### config.mk
export PLATFORM = sky130hd
export DESIGN_NAME = breakpoint_watchpoint_unit
export DESIGN_NICKNAME = d
export VERILOG_FILES = /design/src/bp_watch_pkg.sv /design/src/breakpoint_watchpoint_unit.sv
export SDC_FILE = /design/constraint.sdc
export NUM_CORES = 2
export LEC_CHECK = 0
export BUFFER_PORTS_ARGS = -buffer_cell sky130_fd_sc_hd__buf_2
export CORE_ASPECT_RATIO = 0.5
export CORE_MARGIN = 2
export CORE_UTILIZATION = 30
export DETAILED_ROUTE_END_ITERATION = 12
export GPL_TIMING_DRIVEN = 0
export HOLD_SLACK_MARGIN = 0.06
export PLACE_DENSITY = 0.45
export SLEW_MARGIN = 10
export SYNTH_ARGS = -nofsm -noshare
export SYNTH_HDL_FRONTEND = slang
export SYNTH_SLANG_ARGS = --single-unit
### constraint.sdc
create_clock -name clock -period 26.1 [get_ports clock]
set_input_delay 3.915 -clock clock [delete_from_list [all_inputs] [get_ports clock]]
set_output_delay 3.915 -clock clock [all_outputs]
set_load 0.005 [all_outputs]
### src/bp_watch_pkg.sv
package bp_watch_pkg;

    localparam int          unit_count          = 4;
    localparam int          core_count          = 8;

    // Register numbers: first of each group of four, then the four single registers
    localparam logic [7:0]  instr_break_address_base     = 8'h30;
    localparam logic [7:0]  instr_break_control_base     = 8'h40;
    localparam logic [7:0]  data_watch_first_bound_base  = 8'h50;
    localparam logic [7:0]  data_watch_second_bound_base = 8'h60;
    localparam logic [7:0]  data_watch_control_base      = 8'h70;
    localparam logic [7:0]  resource_watch_mask_base     = 8'h80;
    localparam logic [7:0]  resource_watch_value_base    = 8'h90;
    localparam logic [7:0]  resource_watch_control_base  = 8'h9c;
    localparam logic [7:0]  debug_cause_reg              = 8'h15;
    localparam logic [7:0]  debug_data_reg               = 8'h16;
    localparam logic [7:0]  irq_status_reg               = 8'ha0;
    localparam logic [7:0]  irq_mask_reg                 = 8'ha4;

    // Control fields
    localparam int          ctrl_enable_bit     = 0;
    localparam int          ctrl_invert_bit     = 1;
    localparam int          ctrl_load_bit       = 2;
    localparam int          ctrl_core_lsb       = 16;
    localparam logic [31:0] instr_ctrl_mask     = 32'h00ff_0003;
    localparam logic [31:0] data_ctrl_mask      = 32'h00ff_0007;
    localparam logic [31:0] res_ctrl_mask       = 32'h00ff_0003;
    localparam logic [31:0] reg_reset           = 32'h0000_0000;

    // Cause register fields
    localparam int          cause_number_lsb    = 16;
    localparam int          cause_core_lsb      = 8;
    localparam logic [2:0]  cause_none          = 3'h0;
    localparam logic [2:0]  cause_instr         = 3'h3;
    localparam logic [2:0]  cause_data          = 3'h4;
    localparam logic [2:0]  cause_resource      = 3'h5;

    // Status and mask bits
    localparam int          irq_instr_bit       = 0;
    localparam int          irq_data_bit        = 1;
    localparam int          irq_res_bit         = 2;

    typedef struct packed {
        logic        valid;
        logic [2:0]  core;
        logic [31:0] program_counter;
    } fetch_req_t;

    typedef struct packed {
        logic        valid;
        logic        store;
        logic [2:0]  core;
        logic [31:0] addr;
    } mem_req_t;

    typedef struct packed {
        logic        valid;
        logic [2:0]  core;
        logic [31:0] res_id;
    } res_req_t;

    typedef struct packed {
        logic        pulse;
        logic [2:0]  cause;
        logic [1:0]  number;
        logic [2:0]  core;
    } debug_event_t;

endpackage

### src/breakpoint_watchpoint_unit.sv
// What this block does
// [RULE1] PC equals breakpoint address raises debug interrupt
// [RULE2] Four independent instruction breakpoints with registers
// [RULE3] Per-core enable byte gates every comparator
// [RULE4] Invert bit fires breakpoint on PC mismatch
// [RULE5] Bit zero enables comparator; reset off
// [RULE6] Four data watchpoints with two bounds
// [RULE7] Normal range match includes both bounds
// [RULE8] Inverted range match excludes both bounds
// [RULE9] Stores always watched; loads need enable bit
// [RULE10] Four resource watchpoints: mask and value
// [RULE11] Masked id equal to value triggers
// [RULE12] Inverted: masked id unequal triggers
// [RULE13] Record cause code 3, 4 or 5
// [RULE14] Record lowest-numbered triggering unit number
// [RULE15] Capture address or resource id on hit
//
// The implementer's own choice: strobed register access.
module breakpoint_watchpoint_unit
    import bp_watch_pkg::*;
(
    input  wire logic         clock,
    input  wire logic         reset,
    input  wire logic [7:0]   reg_addr,
    input  wire logic [31:0]  reg_wdata,
    input  wire logic         reg_write,
    input  wire logic         reg_read,
    output logic      [31:0]  reg_rdata,
    input  wire fetch_req_t   fetch_req,
    input  wire mem_req_t     mem_req,
    input  wire res_req_t     res_req,
    output debug_event_t      debug_event,
    output logic              irq
);

    ////////////////////////////////////////////////////////////////////////////
    // Register storage

    logic [31:0] ib_addr_q   [unit_count];
    logic [31:0] ib_ctrl_q   [unit_count];
    logic [31:0] dw_first_q  [unit_count];
    logic [31:0] dw_second_q [unit_count];
    logic [31:0] dw_ctrl_q   [unit_count];
    logic [31:0] rw_mask_q   [unit_count];
    logic [31:0] rw_value_q  [unit_count];
    logic [31:0] rw_ctrl_q   [unit_count];
    logic [2:0]  cause_q;
    logic [1:0]  number_q;
    logic [7:0]  core_q;
    logic [31:0] data_q;
    logic [2:0]  status_q;
    logic [2:0]  mask_q;
    logic [31:0] rdata_q;
    debug_event_t event_q;

    logic [unit_count-1:0] ib_hit;
    logic [unit_count-1:0] dw_hit;
    logic [unit_count-1:0] rw_hit;

    ////////////////////////////////////////////////////////////////////////////
    // Comparators

    for (genvar i = 0; i < unit_count; i++) begin : g_cmp
        wire         ib_en     = ib_ctrl_q[i][ctrl_enable_bit];                          // [RULE5]
        wire         ib_core   = ib_ctrl_q[i][ctrl_core_lsb + 32'(fetch_req.core)];      // [RULE3]
        wire         pc_equal  = fetch_req.program_counter == ib_addr_q[i];
        wire         pc_match  = pc_equal ^ ib_ctrl_q[i][ctrl_invert_bit];               // [RULE4]
        assign ib_hit[i] = fetch_req.valid & ib_en & ib_core & pc_match;                // [RULE1]

        wire         dw_en     = dw_ctrl_q[i][ctrl_enable_bit];                          // [RULE5]
        wire         dw_core   = dw_ctrl_q[i][ctrl_core_lsb + 32'(mem_req.core)];        // [RULE3]
        wire         dw_kind   = mem_req.store | dw_ctrl_q[i][ctrl_load_bit];            // [RULE9]
        wire         in_range  = (mem_req.addr >= dw_first_q[i]) &&
                                 (mem_req.addr <= dw_second_q[i]);                       // [RULE7]
        // Outside test is the exact complement, so both bounds miss
        wire         dw_match  = dw_ctrl_q[i][ctrl_invert_bit] ? !in_range : in_range;   // [RULE8]
        assign dw_hit[i] = mem_req.valid & dw_en & dw_core & dw_kind & dw_match;

        wire         rw_en     = rw_ctrl_q[i][ctrl_enable_bit];                          // [RULE5]
        wire         rw_core   = rw_ctrl_q[i][ctrl_core_lsb + 32'(res_req.core)];        // [RULE3]
        wire         rw_equal  = (res_req.res_id & rw_mask_q[i]) == rw_value_q[i];       // [RULE11]
        wire         rw_match  = rw_equal ^ rw_ctrl_q[i][ctrl_invert_bit];               // [RULE12]
        assign rw_hit[i] = res_req.valid & rw_en & rw_core & rw_match;
    end

    function automatic logic [1:0] lowest(input logic [unit_count-1:0] v);
        logic [1:0] n;
        n = 2'h0;
        for (int k = unit_count - 1; k >= 0; k--) begin
            if (v[k]) begin
                n = 2'(k);
            end
        end
        return n;
    endfunction

    ////////////////////////////////////////////////////////////////////////////
    // Event selection: instruction before data before resource

    wire         any_ib  = |ib_hit;
    wire         any_dw  = |dw_hit;
    wire         any_rw  = |rw_hit;
    wire         any_hit = any_ib | any_dw | any_rw;

    wire [2:0]   hit_cause  = any_ib ? cause_instr :
                              any_dw ? cause_data  :
                              any_rw ? cause_resource : cause_none;                      // [RULE13]
    wire [1:0]   hit_number = any_ib ? lowest(ib_hit) :
                              any_dw ? lowest(dw_hit) : lowest(rw_hit);                  // [RULE14]
    wire [2:0]   hit_core   = any_ib ? fetch_req.core :
                              any_dw ? mem_req.core : res_req.core;
    // Instruction hits carry no data word, so the old one is kept
    wire         data_load  = !any_ib & (any_dw | any_rw);
    wire [31:0]  hit_data   = any_dw ? mem_req.addr : res_req.res_id;                    // [RULE15]
    wire [2:0]   hit_flags  = {any_rw, any_dw, any_ib};

    ////////////////////////////////////////////////////////////////////////////
    // Register decode

    wire [1:0]   idx       = reg_addr[1:0];
    wire [5:0]   grp       = reg_addr[7:2];
    wire         sel_ib_a  = grp == instr_break_address_base[7:2];
    wire         sel_ib_c  = grp == instr_break_control_base[7:2];
    wire         sel_dw_1  = grp == data_watch_first_bound_base[7:2];
    wire         sel_dw_2  = grp == data_watch_second_bound_base[7:2];
    wire         sel_dw_c  = grp == data_watch_control_base[7:2];
    wire         sel_rw_m  = grp == resource_watch_mask_base[7:2];
    wire         sel_rw_v  = grp == resource_watch_value_base[7:2];
    wire         sel_rw_c  = grp == resource_watch_control_base[7:2];
    wire         sel_cause = reg_addr == debug_cause_reg;
    wire         sel_data  = reg_addr == debug_data_reg;
    wire         sel_stat  = reg_addr == irq_status_reg;
    wire         sel_mask  = reg_addr == irq_mask_reg;

    wire [31:0]  cause_word = {14'h0, number_q, core_q, 5'h0, cause_q};

    wire [31:0]  read_mux =
        sel_ib_a  ? ib_addr_q[idx]   :
        sel_ib_c  ? ib_ctrl_q[idx]   :
        sel_dw_1  ? dw_first_q[idx]  :
        sel_dw_2  ? dw_second_q[idx] :
        sel_dw_c  ? dw_ctrl_q[idx]   :
        sel_rw_m  ? rw_mask_q[idx]   :
        sel_rw_v  ? rw_value_q[idx]  :
        sel_rw_c  ? rw_ctrl_q[idx]   :
        sel_cause ? cause_word       :
        sel_data  ? data_q           :
        sel_stat  ? {29'h0, status_q} :
        sel_mask  ? {29'h0, mask_q}   : 32'h0000_0000;

    // Hardware set wins over a same-cycle write-one clear
    wire [2:0]   status_clr = (reg_write && sel_stat) ? reg_wdata[2:0] : 3'h0;
    wire [2:0]   status_d   = (status_q & ~status_clr) | hit_flags;

    ////////////////////////////////////////////////////////////////////////////
    // Configuration registers

    always_ff @(posedge clock or posedge reset) begin
        if (reset) begin
            for (int k = 0; k < unit_count; k++) begin
                ib_addr_q[k]   <= reg_reset;
                ib_ctrl_q[k]   <= reg_reset;                                             // [RULE5]
                dw_first_q[k]  <= reg_reset;
                dw_second_q[k] <= reg_reset;
                dw_ctrl_q[k]   <= reg_reset;
                rw_mask_q[k]   <= reg_reset;
                rw_value_q[k]  <= reg_reset;
                rw_ctrl_q[k]   <= reg_reset;
            end
        end else if (reg_write) begin
            if (sel_ib_a) ib_addr_q[idx]   <= reg_wdata;                                 // [RULE2]
            if (sel_ib_c) ib_ctrl_q[idx]   <= reg_wdata & instr_ctrl_mask;               // [RULE2]
            if (sel_dw_1) dw_first_q[idx]  <= reg_wdata;                                 // [RULE6]
            if (sel_dw_2) dw_second_q[idx] <= reg_wdata;                                 // [RULE6]
            if (sel_dw_c) dw_ctrl_q[idx]   <= reg_wdata & data_ctrl_mask;
            if (sel_rw_m) rw_mask_q[idx]   <= reg_wdata;                                 // [RULE10]
            if (sel_rw_v) rw_value_q[idx]  <= reg_wdata;                                 // [RULE10]
            if (sel_rw_c) rw_ctrl_q[idx]   <= reg_wdata & res_ctrl_mask;
        end
    end

    ////////////////////////////////////////////////////////////////////////////
    // Cause capture; a hit overrides a debugger write in the same cycle

    always_ff @(posedge clock or posedge reset) begin
        if (reset) begin
            cause_q  <= cause_none;
            number_q <= 2'h0;
            core_q   <= 8'h00;
        end else if (any_hit) begin
            cause_q  <= hit_cause;                                                       // [RULE13]
            number_q <= hit_number;                                                      // [RULE14]
            core_q   <= {5'h00, hit_core};
        end else if (reg_write && sel_cause) begin
            cause_q  <= reg_wdata[2:0];
            number_q <= reg_wdata[cause_number_lsb +: 2];
            core_q   <= reg_wdata[cause_core_lsb +: 8];
        end
    end

    always_ff @(posedge clock or posedge reset) begin
        if (reset) begin
            data_q <= reg_reset;
        end else if (data_load) begin
            data_q <= hit_data;                                                          // [RULE15]
        end else if (reg_write && sel_data) begin
            data_q <= reg_wdata;
        end
    end

    ////////////////////////////////////////////////////////////////////////////
    // Interrupt, event pulse and read port

    always_ff @(posedge clock or posedge reset) begin
        if (reset) begin
            status_q <= 3'h0;
            mask_q   <= 3'h0;
        end else begin
            status_q <= status_d;
            if (reg_write && sel_mask) mask_q <= reg_wdata[2:0];
        end
    end

    always_ff @(posedge clock or posedge reset) begin
        if (reset) begin
            event_q <= '0;
        end else begin
            event_q <= '{pulse: any_hit, cause: hit_cause, number: hit_number, core: hit_core}; // [RULE1]
        end
    end

    always_ff @(posedge clock or posedge reset) begin
        if (reset) begin
            rdata_q <= 32'h0000_0000;
        end else begin
            rdata_q <= reg_read ? read_mux : 32'h0000_0000;
        end
    end

    assign debug_event = event_q;
    assign irq         = |(status_q & mask_q);
    assign reg_rdata   = rdata_q;

endmodule

==> flow_summary.yaml <==
pwr:
  power.density_nw_per_um2: 59.6
  p_leak_uw: 0.0272
  max-vdd-ir-drop_v: 0.0000449
sta:
  tightest_slew_ps: 1510
  finalCritPeriodShare_pct: 31.2
  fin_tns_setup_ps: 0
  finalHoldViolCount: 0
  slew_violations: 11
  rsz0062_at_grt: "false"
  relSlewSlack_pct: -0.791
  min_period_ps: 8130
  timing.hold.ws_ps: 523
  max_freq_mhz: 123
  setup_viol: 0
  setup_ws_ps: 17970
  fin_skew_ps: 39.7
place:
  dp_hpwl_mm: 189
  gp_congestion: 0.981
  numPortBuffers: 175
  post-place-ws_ps: 17410
  dpl_cell_area_um2: 53600
clock_tree:
  cts.repair.resized: 0
  root_buffer: "clkbuf_16"
  clk_latency_ps: 740
  cts_made_buffers: 92
  cts_setup_buffers: 0
  cts_sinks: 856
  cts.path.max_buffers: 3
  h-tree-depth: 3
  ctsHoldBuffers: 0
  cts_tree: "built"
  path_clk_slew_ps: 70
die:
  core_um2: 164000
  die_x_um: 578
  fp.dieH_um: 291
  core.rowCount: 105
  start_util_pct: 30.2
  io_pins: 195
  die-area_um2: 168000
setup_path:
  worstPathArrival_ps: 8710
  path_class: "input pin to flop"
  crit_chain: "clkbuf_1, nand3_1, a211oi_1, nand4_1, nor4_1, mux2i_1, nand2_1, nor2_1, clkbuf_1, nor2b_1, mux2i_1, o22ai_1"
  end_kind: "flop"
  critPathSlowestCell: "a211oi_1"
  cpPeakStageDelay_ps: 820
  crit_path_max_fanout: 10
  cp.required_ps: 26680
  start_kind: "input pin"
route:
  totalWireLength_mm: 238
  routedWlPerCell_um: 34.9
  dr_total_vias: 39700
  drtPass1Iterations: 8
  drc: 0
  drtIter0Drc: 4926
  vias_per_cell: 5.82
  ant_nets: 0
synthesis:
  synth.avg_cell_area_um2: 11.6
  synth_seq_cells: 856
  ys_async_sr_fraction_pct: 100
  syn_inst: 4246
  yosysWarnings: 0
  yosysUniqueCellTypes: 76
  syn_nets: 4655
  synth_edf_count: 0
  syn_area_um2: 49400
  yosys_most_used_dff: "dfrtp_1"
  yosysSeqAreaShare_pct: 43.4
min_path:
  hp-class: "flop to flop"
run_status:
  violations: "capacitance limit, slew limit"
  status: "finished with violations"
global_routing:
  grt_pass1_vias: 39100
  track_usage_pct: 28.0
  grt_max_degree: 38
  overflow: 0
  grt_pass1_wl_mm: 325
  antenna_found_initial: 40
layout:
  fillers: 16300
  finalNetCount: 4954
  regArea_um2: 21400
  drive_gt1_share_pct: 26.7
  final_cell_area_um2: 56700
  area_growth_syn_to_layout_pct: 14.9
  multi_input_area_um2: 25900
flow_run:
  max-cap-violations: 2
## per-stage QoR
| stage | std cells | power [µW] | utilization [%] |
|---|---|---|---|
| after floorplan | 4246 | 1750 | - |
| after global placement | 6614 | 1980 | 32.4 |
| after detailed placement | 6644 | 2000 | 32.8 |
| after CTS | 6808 | 3380 | 34.6 |
| after global routing | 6814 | 3480 | 34.6 |
| final | 6821 | 3380 | 34.6 |
## cell type report
type | instances | area share, %
inverter | 257 | 1.71
clock inverter | 23 | 0.499
buffer | 275 | 2.03
clock buffer | 141 | 4.85
sequential | 856 | 37.8
multi-input combinational | 2858 | 45.6
tap | 2193 | 4.84
timing repair buffer | 205 | 2.62
antenna | 13 | 0.0574
## power breakdown
part,leakage [µW],switching [µW],internal [µW]
logic,0.0148,335,189
clock network,0.00147,612,774
registers,0.0110,66.1,1400
## Yosys cell counts (all sizes together) (67+ instances only)
cell type / number / area [µm²]
a21oi: 184 / 932
and3: 67 / 419
buf: 80 / 379
clkbuf: 195 / 732
dfrtp: 856 / 21400
ha: 256 / 3200
inv: 257 / 965
mux2: 594 / 6690
mux2i: 92 / 921
mux4: 215 / 4840
nand2: 315 / 1180
nand3: 70 / 350
nand4: 72 / 457
o21ai: 234 / 1170
xor2: 131 / 1150
## sequential cells by signal, indices dropped and copies added, names as in the netlist, 32 cells and up
name,count
rw_mask_q,128
ib_ctrl_q,36
dw_first_q,128
ib_addr_q,128
data_q,32
rw_value_q,128
reg_rdata,32
dw_ctrl_q,44
dw_second_q,128
rw_ctrl_q,36
## critical path, delay by kind of cell
family	cells	cell delay [ps]
mux	2	610
simple gates	6	2140
compound gates	2	930
buf+inv	2	1110
## per-layer routing
metal | GRT usage [%] | up-vias | part of all wire, %
met5 | 0 | - | 0.029
met4 | 10.3 | 10 | 4.0
met3 | 7.62 | 411 | 9.6
met2 | 41.8 | 1934 | 43
met1 | 38.7 | 21000 | 43
li1 | - | 16300 | -
## path summary, 6_finish.rpt
check,from,to,slack [ps],cells after the start
setup / recovery,res_req[19],data_q[13],17970,12
hold / removal,dw_second_q[112],dw_second_q[112],520,1
min in group asynchronous,reset,ib_addr_q[103],3360,2
max in group asynchronous,reset,dw_second_q[55],20600,9
setup reg to reg,rw_mask_q[52],data_q[13],21120,11
hold reg to reg,dw_second_q[112],dw_second_q[112],520,1
## layout by cell type, fill, tap and decap left out, types with 41 or more instances in the layout
| master | synthesis | layout |
|---|---|---|
| dfrtp_1 | 856 | 856 |
| mux2_2 | 594 | 594 |
| nand2_1 | 315 | 315 |
| inv_1 | 257 | 256 |
| ha_1 | 256 | 256 |
| o21ai_0 | 233 | 233 |
| mux4_2 | 215 | 215 |
| buf_2 | 15 | 207 |
| clkbuf_1 | 195 | 206 |
| a21oi_1 | 183 | 183 |
| xor2_1 | 131 | 131 |
| clkbuf_16 | 0 | 95 |
| mux2i_1 | 92 | 92 |
| nand4_1 | 71 | 71 |
| nand3_1 | 70 | 70 |
| and3_1 | 67 | 67 |
| a21o_1 | 59 | 59 |
| nor2_1 | 55 | 55 |
| a22oi_1 | 47 | 47 |
| nor4_1 | 43 | 43 |
| nor2b_1 | 42 | 42 |
| a211oi_1 | 41 | 41 |
## logic make-up (layout without fill, tap and decap cells)
logic type,count (synthesis),in the layout,synth area share [%]
AO/OA/AOI/OAI,800,800,10.3
XOR/XNOR,134,134,2.38
adder cells (fa/ha/maj),256,256,6.49
buffers and inverters,532,901,4.21
flip-flops,856,856,43.4
multiplexers,901,901,25.2
other,0,13,0
AND/OR/NAND/NOR,767,767,7.98
(Power assumes the default switching activity.)
